$ cat config.mk
export PLATFORM = sky130hd
export DESIGN_NAME = wkrm_wake_event_routing_masks
export DESIGN_NICKNAME = d
export VERILOG_FILES = /design/src/design/wkrm_wake_event_routing_masks.v
export VERILOG_INCLUDE_DIRS = /design/src /design/src/design
export SDC_FILE = /design/constraint.sdc
export NUM_CORES = 1
export LEC_CHECK = 0
export BUFFER_PORTS_ARGS = -buffer_cell sky130_fd_sc_hd__buf_2
export CAP_MARGIN = 20
export CORE_UTILIZATION = 32
export DETAILED_ROUTE_END_ITERATION = 12
export HOLD_SLACK_MARGIN = 0.03
export SKIP_LAST_GASP = 1
export SLEW_MARGIN = 20
export SYNTH_ARGS = -nofsm -noshare
export SYNTH_HDL_FRONTEND = slang
export SYNTH_HIERARCHICAL = 1
export SYNTH_SLANG_ARGS = --single-unit
$ cat constraint.sdc
create_clock -name ref_clk -period 5.4 [get_ports ref_clk]
set_input_delay 0.81 -clock ref_clk [delete_from_list [all_inputs] [get_ports ref_clk]]
set_output_delay 0.81 -clock ref_clk [all_outputs]
set_load 0.01 [all_outputs]
$ cat src/design/wkrm_defs.vh
// register indices, field layouts, reset values and event bits of the wake routing masks
`ifndef WKRM_DEFS_VH
`define WKRM_DEFS_VH

// register indices; byte address on the bus is four times the index
`define WKRM_IDX_DET_MAIN_GP 6'h18
`define WKRM_IDX_DET_STBY_FIXED 6'h19
`define WKRM_IDX_DET_STBY_GP 6'h1A
`define WKRM_IDX_PB_FIXED 6'h1B
`define WKRM_IDX_EVT_STATUS 6'h1C
`define WKRM_IDX_EVT_MASK 6'h1D
`define WKRM_IDX_CONTROL 6'h1E

// reset values
`define WKRM_RST_DET_MAIN_GP 8'hFF
`define WKRM_RST_DET_STBY_FIXED 5'h1F
`define WKRM_RST_DET_STBY_GP 8'hFF
`define WKRM_RST_PB_FIXED 5'h00
`define WKRM_RST_EVT_MASK 4'h0

// fixed source bit positions
`define WKRM_FIX_RING1 0
`define WKRM_FIX_RING2 1
`define WKRM_FIX_KEYBOARD 2
`define WKRM_FIX_MOUSE 3
`define WKRM_FIX_INFRARED 4
`define WKRM_FIX_WIDTH 5
`define WKRM_GP_WIDTH 8
// general input that also carries ring indicate
`define WKRM_GP_RING_SHARED 4

// event status and mask layout
`define WKRM_EVT_DET_GP 0
`define WKRM_EVT_DET_FIXED 1
`define WKRM_EVT_PB 2
`define WKRM_EVT_POWER_CHANGE 3
`define WKRM_EVT_WIDTH 4

// control register: soft reset of the four routing masks, not the event mask, self clearing
`define WKRM_CTRL_SOFT_RESET 0

`endif

$ cat src/design/wkrm_wake_event_routing_masks.v
// wake event routing masks: four enable masks gating raw wake sources, on classic Wishbone
//
// Design decision made here: register access over Wishbone.
`timescale 1ns/1ns
`include "wkrm_defs.vh"

module wkrm_wake_event_routing_masks (
   input wire ref_clk,
   input wire resetn,
   input wire wb_cyc_i,
   input wire wb_stb_i,
   input wire wb_we_i,
   input wire [7:0] wb_adr_i,
   input wire [3:0] wb_sel_i,
   input wire [31:0] wb_dat_i,
   output wire [31:0] wb_dat_o,
   output wire wb_ack_o,
   input wire mainPowerPresent,
   input wire [7:0] generalWakeInput,
   input wire consumerInfraredSource,
   input wire mouseSource,
   input wire keyboardSource,
   input wire firstSerialRingIndicator,
   input wire secondSerialRingIndicator,
   input wire [4:0] mainPowerFixedGate,
   output wire [7:0] detectorGeneralWake,
   output wire [4:0] detectorFixedWake,
   output wire [4:0] powerButtonFixedWake,
   output wire irq
);

   reg [7:0] detMainGp_ff;
   reg [4:0] detStbyFixed_ff;
   reg [7:0] detStbyGp_ff;
   reg [4:0] pbFixed_ff;
   reg [3:0] evtStatus_ff;
   reg [3:0] evtMask_ff;
   reg ack_ff;
   reg [31:0] rdData_ff;
   reg irq_ff;
   reg [7:0] detGp_ff;
   reg [4:0] detFixed_ff;
   reg [4:0] pbOut_ff;
   reg powerPrev_ff;

   reg [7:0] nxt_detMainGp;
   reg [4:0] nxt_detStbyFixed;
   reg [7:0] nxt_detStbyGp;
   reg [4:0] nxt_pbFixed;
   reg [3:0] nxt_evtStatus;
   reg [3:0] nxt_evtMask;
   reg [31:0] nxt_rdData;
   reg [7:0] nxt_detGp;
   reg [4:0] nxt_detFixed;
   reg [4:0] nxt_pbOut;
   reg [3:0] evtSet;

   wire [5:0] regIdx;
   wire access;
   wire wrLane0;
   wire rdAccess;
   wire powerSync;
   wire [7:0] gpSync;
   wire [4:0] fixedSync;

   assign regIdx = wb_adr_i[7:2];
   // one access per request: the ack cycle is never taken again
   assign access = wb_cyc_i & wb_stb_i & ~ack_ff;
   assign wrLane0 = access & wb_we_i & wb_sel_i[0];
   assign rdAccess = access & ~wb_we_i;

   assign wb_dat_o = rdData_ff;
   assign wb_ack_o = ack_ff;
   assign irq = irq_ff;
   assign detectorGeneralWake = detGp_ff;
   assign detectorFixedWake = detFixed_ff;
   assign powerButtonFixedWake = pbOut_ff;

   // raw sources are asynchronous levels; each passes two flops before the gates
   wkrm_sync2 #(
      .WIDTH(1)
   ) wkrm_sync2_power_inst (
      .ref_clk(ref_clk),
      .resetn(resetn),
      .asyncIn(mainPowerPresent),
      .syncOut(powerSync)
   );

   wkrm_sync2 #(
      .WIDTH(8)
   ) wkrm_sync2_general_inst (
      .ref_clk(ref_clk),
      .resetn(resetn),
      .asyncIn(generalWakeInput),
      .syncOut(gpSync)
   );

   wkrm_sync2 #(
      .WIDTH(5)
   ) wkrm_sync2_fixed_inst (
      .ref_clk(ref_clk),
      .resetn(resetn),
      .asyncIn({consumerInfraredSource, mouseSource, keyboardSource,
                secondSerialRingIndicator, firstSerialRingIndicator}),
      .syncOut(fixedSync)
   );

   // register file: writes, soft reset, read mux
   always @* begin
      nxt_detMainGp = detMainGp_ff;
      nxt_detStbyFixed = detStbyFixed_ff;
      nxt_detStbyGp = detStbyGp_ff;
      nxt_pbFixed = pbFixed_ff;
      nxt_evtMask = evtMask_ff;
      nxt_rdData = rdData_ff;
      if (wrLane0) begin
         case (regIdx)
            `WKRM_IDX_DET_MAIN_GP: begin
               nxt_detMainGp = wb_dat_i[7:0];
            end
            `WKRM_IDX_DET_STBY_FIXED: begin
               nxt_detStbyFixed = wb_dat_i[4:0];
            end
            `WKRM_IDX_DET_STBY_GP: begin
               nxt_detStbyGp = wb_dat_i[7:0];
            end
            `WKRM_IDX_PB_FIXED: begin
               nxt_pbFixed = wb_dat_i[4:0];
            end
            `WKRM_IDX_EVT_MASK: begin
               nxt_evtMask = wb_dat_i[3:0];
            end
            `WKRM_IDX_CONTROL: begin
               if (wb_dat_i[`WKRM_CTRL_SOFT_RESET]) begin
                  nxt_detMainGp = `WKRM_RST_DET_MAIN_GP;
                  nxt_detStbyFixed = `WKRM_RST_DET_STBY_FIXED;
                  nxt_detStbyGp = `WKRM_RST_DET_STBY_GP;
                  nxt_pbFixed = `WKRM_RST_PB_FIXED;
               end
            end
            default: begin
               nxt_evtMask = evtMask_ff;
            end
         endcase
      end
      if (rdAccess) begin
         case (regIdx)
            `WKRM_IDX_DET_MAIN_GP: begin
               nxt_rdData = {24'h000000, detMainGp_ff};
            end
            `WKRM_IDX_DET_STBY_FIXED: begin
               nxt_rdData = {27'h0000000, detStbyFixed_ff};
            end
            `WKRM_IDX_DET_STBY_GP: begin
               nxt_rdData = {24'h000000, detStbyGp_ff};
            end
            `WKRM_IDX_PB_FIXED: begin
               nxt_rdData = {27'h0000000, pbFixed_ff};
            end
            `WKRM_IDX_EVT_STATUS: begin
               nxt_rdData = {28'h0000000, evtStatus_ff};
            end
            `WKRM_IDX_EVT_MASK: begin
               nxt_rdData = {28'h0000000, evtMask_ff};
            end
            default: begin
               // unmapped and control read as zero, still acknowledged
               nxt_rdData = 32'h00000000;
            end
         endcase
      end
   end

   // routing gates use the stored masks, except the main-power fixed gate taken from mainPowerFixedGate, so a write shows one cycle later
   always @* begin
      if (powerSync) begin
         nxt_detGp = gpSync & detMainGp_ff;
         nxt_detFixed = fixedSync & mainPowerFixedGate;
      end else begin
         nxt_detGp = gpSync & detStbyGp_ff;
         nxt_detFixed = fixedSync & detStbyFixed_ff;
      end
      nxt_pbOut = fixedSync & pbFixed_ff;
   end

   // sticky events; a read of status clears, but a new event wins
   always @* begin
      evtSet = 4'h0;
      evtSet[`WKRM_EVT_DET_GP] = |(nxt_detGp & ~detGp_ff);
      evtSet[`WKRM_EVT_DET_FIXED] = |(nxt_detFixed & ~detFixed_ff);
      evtSet[`WKRM_EVT_PB] = |(nxt_pbOut & ~pbOut_ff);
      evtSet[`WKRM_EVT_POWER_CHANGE] = powerSync ^ powerPrev_ff;
      nxt_evtStatus = evtStatus_ff;
      if (rdAccess && regIdx == `WKRM_IDX_EVT_STATUS) begin
         nxt_evtStatus = 4'h0;
      end
      nxt_evtStatus = nxt_evtStatus | evtSet;
   end

   // mask registers: one process each, reset to their defaults
   always @(posedge ref_clk or negedge resetn) begin
      if (!resetn) begin
         detMainGp_ff <= `WKRM_RST_DET_MAIN_GP;
      end else begin
         detMainGp_ff <= nxt_detMainGp;
      end
   end

   always @(posedge ref_clk or negedge resetn) begin
      if (!resetn) begin
         detStbyFixed_ff <= `WKRM_RST_DET_STBY_FIXED;
      end else begin
         detStbyFixed_ff <= nxt_detStbyFixed;
      end
   end

   always @(posedge ref_clk or negedge resetn) begin
      if (!resetn) begin
         detStbyGp_ff <= `WKRM_RST_DET_STBY_GP;
      end else begin
         detStbyGp_ff <= nxt_detStbyGp;
      end
   end

   always @(posedge ref_clk or negedge resetn) begin
      if (!resetn) begin
         pbFixed_ff <= `WKRM_RST_PB_FIXED;
      end else begin
         pbFixed_ff <= nxt_pbFixed;
      end
   end

   // event status and its mask
   always @(posedge ref_clk or negedge resetn) begin
      if (!resetn) begin
         evtStatus_ff <= 4'h0;
      end else begin
         evtStatus_ff <= nxt_evtStatus;
      end
   end

   always @(posedge ref_clk or negedge resetn) begin
      if (!resetn) begin
         evtMask_ff <= `WKRM_RST_EVT_MASK;
      end else begin
         evtMask_ff <= nxt_evtMask;
      end
   end

   // bus answer: ack one cycle after the taking edge, data with it
   always @(posedge ref_clk or negedge resetn) begin
      if (!resetn) begin
         ack_ff <= 1'b0;
      end else begin
         ack_ff <= access;
      end
   end

   always @(posedge ref_clk or negedge resetn) begin
      if (!resetn) begin
         rdData_ff <= 32'h00000000;
      end else begin
         rdData_ff <= nxt_rdData;
      end
   end

   // built from next values so the level tracks status without an extra cycle
   always @(posedge ref_clk or negedge resetn) begin
      if (!resetn) begin
         irq_ff <= 1'b0;
      end else begin
         irq_ff <= |(nxt_evtStatus & nxt_evtMask);
      end
   end

   // gated outputs, registered so each leaves the block from a flop
   always @(posedge ref_clk or negedge resetn) begin
      if (!resetn) begin
         detGp_ff <= 8'h00;
      end else begin
         detGp_ff <= nxt_detGp;
      end
   end

   always @(posedge ref_clk or negedge resetn) begin
      if (!resetn) begin
         detFixed_ff <= 5'h00;
      end else begin
         detFixed_ff <= nxt_detFixed;
      end
   end

   always @(posedge ref_clk or negedge resetn) begin
      if (!resetn) begin
         pbOut_ff <= 5'h00;
      end else begin
         pbOut_ff <= nxt_pbOut;
      end
   end

   always @(posedge ref_clk or negedge resetn) begin
      if (!resetn) begin
         powerPrev_ff <= 1'b0;
      end else begin
         powerPrev_ff <= powerSync;
      end
   end

endmodule // wkrm_wake_event_routing_masks

// two-flop synchroniser for asynchronous levels
module wkrm_sync2 #(
   parameter WIDTH = 1
) (
   input wire ref_clk,
   input wire resetn,
   input wire [WIDTH-1:0] asyncIn,
   output wire [WIDTH-1:0] syncOut
);

   // only the second stage leaves this module; the first may be metastable
   reg [WIDTH-1:0] stageA_ff;
   reg [WIDTH-1:0] stageB_ff;

   assign syncOut = stageB_ff;

   always @(posedge ref_clk or negedge resetn) begin
      if (!resetn) begin
         stageA_ff <= {WIDTH{1'b0}};
         stageB_ff <= {WIDTH{1'b0}};
      end else begin
         stageA_ff <= asyncIn;
         stageB_ff <= stageA_ff;
      end
   end

endmodule // wkrm_sync2

==> impl_metrics.json, run 1 <==
{
  "status": "complete, but fails checks",
  "violations": "design-rule violations",
  "fmax_mhz": 330,
  "drc_errors": 23,
  "initial_core_util_pct": 33.1,
  "synth_area_leaders": "dfrtp_1 (46%), dfstp_2 (14%), mux2i_1 (6.6%)",
  "cp.arrival_ps": 3300,
  "gp_congestion": 0.788,
  "antenna_found_initial": 0,
  "path_max_fanout": 21,
  "mostFrequentLayoutCells": "dfrtp_1 (70), buf_2 (65), nand2_1 (32)",
  "power_mw": 1.48,
  "tightest_slew_ps": 1010,
  "critPathLaunchType": "input pin",
  "comb_power_share_pct": 7.8,
  "cp_data_required_time_ps": 5670,
  "p_sw_mw": 0.342,
  "setup.worst_path.end_class": "flop",
  "root_buffer": "clkbuf_16",
  "finalSetupViolCount": 0,
  "power.density_nw_per_um2": 331,
  "final_cells": 549,
  "firstDrtPassIters": 8,
  "ant_nets": 0,
  "synth-warning-count": 6,
  "tritoncts": "yes",
  "syn_area_um2": 3810,
  "hp-class": "in -> async",
  "antenna_cells": 0,
  "chipHeight_um": 111,
  "hold_viol_final": 0,
  "p_leak_nw": 2.16,
  "grt_pass1_wl_mm": 12.9,
  "drive_gt1_share_pct": 26.8,
  "fin_util_pct": 38.9,
  "cts_buffers": 9,
  "yosys.area.top_type_share_pct": 45.9,
  "track_usage_pct": 13.8,
  "synth_area_per_cell_um2": 11.3,
  "grt_pass1_vias": 2493,
  "rows": 39,
  "r2r_start": "wkrm_sync2_power_inst/syncOut$_DFF_PN0_",
  "fillers": 1128,
  "rsz0062_at_grt": "false",
  "io_pins": 120,
  "postLayoutCellArea_um2": 4480,
  "numPortBuffers": 66,
  "routedWlPerCell_um": 14.6,
  "pwr-share-seq_pct": 50.2,
  "final_common_cell": "dfrtp_1",
  "hold_buffers": 0,
  "ctsResizeCount": 0,
  "skew_ps": 5.39,
  "swShare_pct": 23.1,
  "intPower_mw": 1.14,
  "clkPwrFrac_pct": 41.9,
  "vias": 2497,
  "synth_edf_count": 0,
  "cts_sinks": 91,
  "overflow": 0,
  "maxCapViolCount": 0,
  "synthFlopType": "dfrtp_1",
  "placed_area_um2": 4180,
  "area_delta_synth_final_pct": 17.5,
  "slew_violations": 0,
  "crit_start": "wb_adr_i[2]",
  "fin_tns_setup_ps": 0,
  "clk_pin_slew_ps": 60,
  "dp_hpwl_mm": 5.86,
  "irDropWorstVdd_mv": 0.146,
  "drt_iter0_drc": 133,
  "r2r_setup_slack_ps": 2650,
  "die_width_um": 111,
  "via_per_inst": 4.55,
  "die-area_um2": 12400,
  "grt_max_degree": 88,
  "ys_async_sr_fraction_pct": 100,
  "nets": 469,
  "h-tree-depth": 3,
  "yosysTopAreaCell": "dfrtp_1",
  "synth_cell_types": 48,
  "crit_type": "in -> reg",
  "postCtsSetupRepairBufs": 0,
  "ys_ff_latch": 91,
  "wirelength_mm": 8.02,
  "ys_seq_area_share_pct": 60.4,
  "cts_max_path_buffers": 2,
  "relSlewSlack_pct": 32.4,
  "clk_latency_ps": 340,
  "post-route-min-period_ps": 3030,
  "coreArea_um2": 11500,
  "place_inst": 533,
  "period_share_pct": 56.1,
  "syn-instance-count": 337
}
synthesized netlist by cell type (2+ instances only):
cell type,count
o21ai_0,17
dfstp_2,21
a21oi_1,17
buf_1,3
nand2b_1,3
nor3b_1,4
xor2_1,2
clkbuf_1,8
mux2_2,3
a31oi_1,3
mux2i_1,25
dfrtp_1,70
o211ai_1,2
inv_1,15
nor3_1,2
nand3b_1,3
o22ai_1,5
buf_4,24
a22o_1,5
and2_1,2
nand2_1,32
nand3_1,2
nor2_1,29
nor2b_1,15
and3b_1,2
path summary, 6_finish.rpt:
path                                                                  endpoint  cells after the start
worst max-delay path                               detStbyGp_ff[6]$_DFFE_PN1P_                      6
worst min-delay path            wkrm_sync2_general_inst/stageA_ff[1]$_DFF_PN0_                      1
worst max register to register                                   irq$_DFF_PN0_                      5
worst min register to register    wkrm_sync2_general_inst/syncOut[3]$_DFF_PN0_                      0
max in group asynchronous                                        irq$_DFF_PN0_                      2
min in group ref_clk              wkrm_sync2_general_inst/syncOut[3]$_DFF_PN0_                      0
power groups by stage:
stage	logic, mW	registers, mW	clock network, mW
final	0.116	0.744	0.621
after global routing	0.131	0.748	0.664
after CTS	0.118	0.744	0.637
after detailed placement	0.118	0.757	0
after global placement	0.115	0.756	0
after floorplan	0.0809	0.750	0
per-stage QoR:
stage          setup WS [ps]  hold slack [ps]
2_1_floorplan           2630              331
3_3_place_gp            2120              334
3_5_place_dp            2050              335
4_1_cts                 2390              251
5_1_grt                 2110              252
6_report                2370              261
registers in the layout (all words and copies together) (netlist names):
register / count
wb_dat_o: 8
wkrm_sync2_power_inst/stageA_ff: 1
powerButtonFixedWake: 5
wkrm_sync2_power_inst/syncOut: 1
evtStatus_ff: 4
detStbyFixed_ff: 5
pbFixed_ff: 5
detectorFixedWake: 5
wkrm_sync2_fixed_inst/syncOut: 5
detMainGp_ff: 8
evtMask_ff: 4
irq: 1
wb_ack_o: 1
wkrm_sync2_general_inst/syncOut: 8
wkrm_sync2_fixed_inst/stageA_ff: 5
powerPrev_ff: 1
wkrm_sync2_general_inst/stageA_ff: 8
detStbyGp_ff: 8
detectorGeneralWake: 8
cell families after synthesis:
family	count (synthesis)	share of synthesized area, %
flip-flops	91	60.4
buffers and inverters	52	7.71
AO/OA/AOI/OAI	60	9.88
multiplexers	29	8.04
XOR/XNOR	2	0.460
other	1	0.0984
AND/OR/NAND/NOR	102	13.4
worst max-delay path: stages:
cell,delay [ps]
buf_2,360
and3b_1,270
a2111oi_1,670
nor3b_2,930
nor2_1,100
a21oi_1,150
final cells by class:
class | instances | area [um2] | share of cell area [%]
Sequential cell | 91 | 2300 | 51.4
Tap cell | 143 | 179 | 3.99
Clock buffer | 12 | 246 | 5.50
Clock inverter | 4 | 50.0 | 1.12
Multi-Input combinational cell | 217 | 1300 | 29.0
Inverter | 15 | 56.3 | 1.26
Timing Repair Buffer | 67 | 344 | 7.68
per-layer routing:
metal  part of all wire [%]  global-route usage, %  vias to the layer above
met5                      0                      0                        -
met4                    2.0                   5.95                        0
met3                    5.6                   3.94                       12
met2                     47                   21.1                       75
met1                     46                   18.3                     1184
li1                       -                      -                     1226
Power figures use the tool's default switching activity.
==> run 2: changes to the inputs <==
==> constraint.sdc (replaced) <==
create_clock -name ref_clk -period 2.8 [get_ports ref_clk]
set_input_delay 0.42 -clock ref_clk [delete_from_list [all_inputs] [get_ports ref_clk]]
set_output_delay 0.42 -clock ref_clk [all_outputs]
set_load 0.01 [all_outputs]
==> impl_metrics.json, run 2 (synthesized netlist as in run 1, its figures left out) <==
{
  "hold_viol_final": 0,
  "root_buffer": "clkbuf_16",
  "cts_sinks": 91,
  "die_width_um": 111,
  "antenna_found_initial": 0,
  "dp_hpwl_mm": 5.93,
  "antenna_cells": 0,
  "area_delta_synth_final_pct": 20.1,
  "post-route-min-period_ps": 2170,
  "fin_util_pct": 39.8,
  "vias": 2566,
  "skew_ps": 5.22,
  "p_leak_nw": 2.22,
  "clkPwrFrac_pct": 42.2,
  "dp_slack_ps": 317,
  "final_common_cell": "dfrtp_1",
  "clk_pin_slew_ps": 60,
  "drc_errors": 29,
  "drt_iter0_drc": 127,
  "power.density_nw_per_um2": 630,
  "cp_data_required_time_ps": 3020,
  "overflow": 0,
  "nets": 480,
  "cts_max_path_buffers": 2,
  "postCtsSetupRepairBufs": 0,
  "slew_violations": 0,
  "tritoncts": "yes",
  "rows": 39,
  "tightest_slew_ps": 633,
  "power_mw": 2.88,
  "initial_core_util_pct": 33.1,
  "wirelength_mm": 7.96,
  "pwr-share-seq_pct": 49.6,
  "fin_tns_setup_ps": 0,
  "grt_max_degree": 51,
  "placed_area_um2": 4280,
  "hold_buffers": 0,
  "gp_congestion": 0.784,
  "crit_type": "reg -> reg",
  "path_cells": "buf_4 -> mux2i_1 -> nor2b_1 -> a222oi_1 -> a41oi_1 -> a211o_1",
  "crit_path_max_incr_delay_ps": 550,
  "clk_latency_ps": 340,
  "intPower_mw": 2.20,
  "cp_slowest_cell": "dfrtp_1",
  "ctsResizeCount": 0,
  "coreArea_um2": 11500,
  "path_max_fanout": 7,
  "cts_buffers": 9,
  "period_share_pct": 77.4,
  "swShare_pct": 23.6,
  "rsz0062_at_grt": "false",
  "postLayoutCellArea_um2": 4580,
  "hp-class": "in -> async",
  "chipHeight_um": 111,
  "fmax_mhz": 461,
  "track_usage_pct": 13.9,
  "die-area_um2": 12400,
  "p_sw_mw": 0.682,
  "relSlewSlack_pct": 57.8,
  "finalSetupViolCount": 0,
  "h-tree-depth": 3,
  "drive_gt1_share_pct": 29.3,
  "numPortBuffers": 66,
  "setup.worst_path.end_class": "flop",
  "mostFrequentLayoutCells": "dfrtp_1 (70), buf_2 (65), nand2_1 (32)",
  "via_per_inst": 4.58,
  "setup_ws_ps": 632,
  "routedWlPerCell_um": 14.2,
  "status": "complete, but fails checks",
  "comb_power_share_pct": 8.2,
  "ant_nets": 0,
  "critPathLaunchType": "flop",
  "cp.arrival_ps": 2390,
  "grt_pass1_wl_mm": 13.1,
  "firstDrtPassIters": 8,
  "maxCapViolCount": 0,
  "grt_pass1_vias": 2523,
  "io_pins": 120,
  "violations": "design-rule violations",
  "irDropWorstVdd_mv": 0.243
}
==> run 2: per-stage QoR <==
step	hold slack, ps	std cells
2_1_floorplan	124	360
3_3_place_gp	333	544
3_5_place_dp	335	544
4_1_cts	127	560
5_1_grt	146	560
6_report	97.8	560
==> run 2: worst paths after layout <==
| check | from | endpoint | slack [ps] | cells after the start |
|---|---|---|---|---|
| setup / recovery | wkrm_sync2_power_inst/syncOut$_DFF_PN0_ | irq$_DFF_PN0_ | 630 | 6 |
| hold / removal | resetn | wkrm_sync2_general_inst/stageA_ff[5]$_DFF_PN0_ | 100 | 1 |
| setup reg to reg | wkrm_sync2_power_inst/syncOut$_DFF_PN0_ | irq$_DFF_PN0_ | 630 | 6 |
| hold reg to reg | wkrm_sync2_general_inst/stageA_ff[0]$_DFF_PN0_ | wkrm_sync2_general_inst/syncOut[0]$_DFF_PN0_ | 350 | 0 |
| max in group asynchronous | resetn | detStbyFixed_ff[0]$_DFFE_PN1P_ | 2010 | 2 |
| min in group ref_clk | keyboardSource | wkrm_sync2_fixed_inst/stageA_ff[2]$_DFF_PN0_ | 180 | 1 |
==> run 2: routing by layer <==
| layer | up-vias | track usage (%) | routed length [um] |
|---|---|---|---|
| li1 | 1248 | - | - |
| met1 | 1227 | 18.8 | 3740 |
| met2 | 79 | 21.2 | 3680 |
| met3 | 12 | 2.90 | 403 |
| met4 | 0 | 6.49 | 138 |
| met5 | - | 0 | 0 |
==> run 2: final cells by class <==
type	instances	area, um2
clock buffer	10	239
clock inverter	6	65.1
fill	1122	6940
inverter	15	56.3
multi-input combinational	217	1300
sequential	91	2300
tap	143	179
timing repair buffer	78	435
==> run 2: critical path, delay by kind of cell, from the launching register on <==
kind	cells	cell delay (ps)
muxes	1	200
AOI/OAI and AO/OA	3	970
DFF	1	550
buffers and inverters	1	260
and+or+nand+nor	1	80
==> run 2: power groups by stage <==
stage | clock network, mW | registers [mW] | logic (mW)
after global routing | 1.29 | 1.44 | 0.265
final | 1.22 | 1.43 | 0.236
after CTS | 1.24 | 1.43 | 0.239
after global placement | 0 | 1.45 | 0.233
after detailed placement | 0 | 1.45 | 0.238
after floorplan | 0 | 1.45 | 0.156
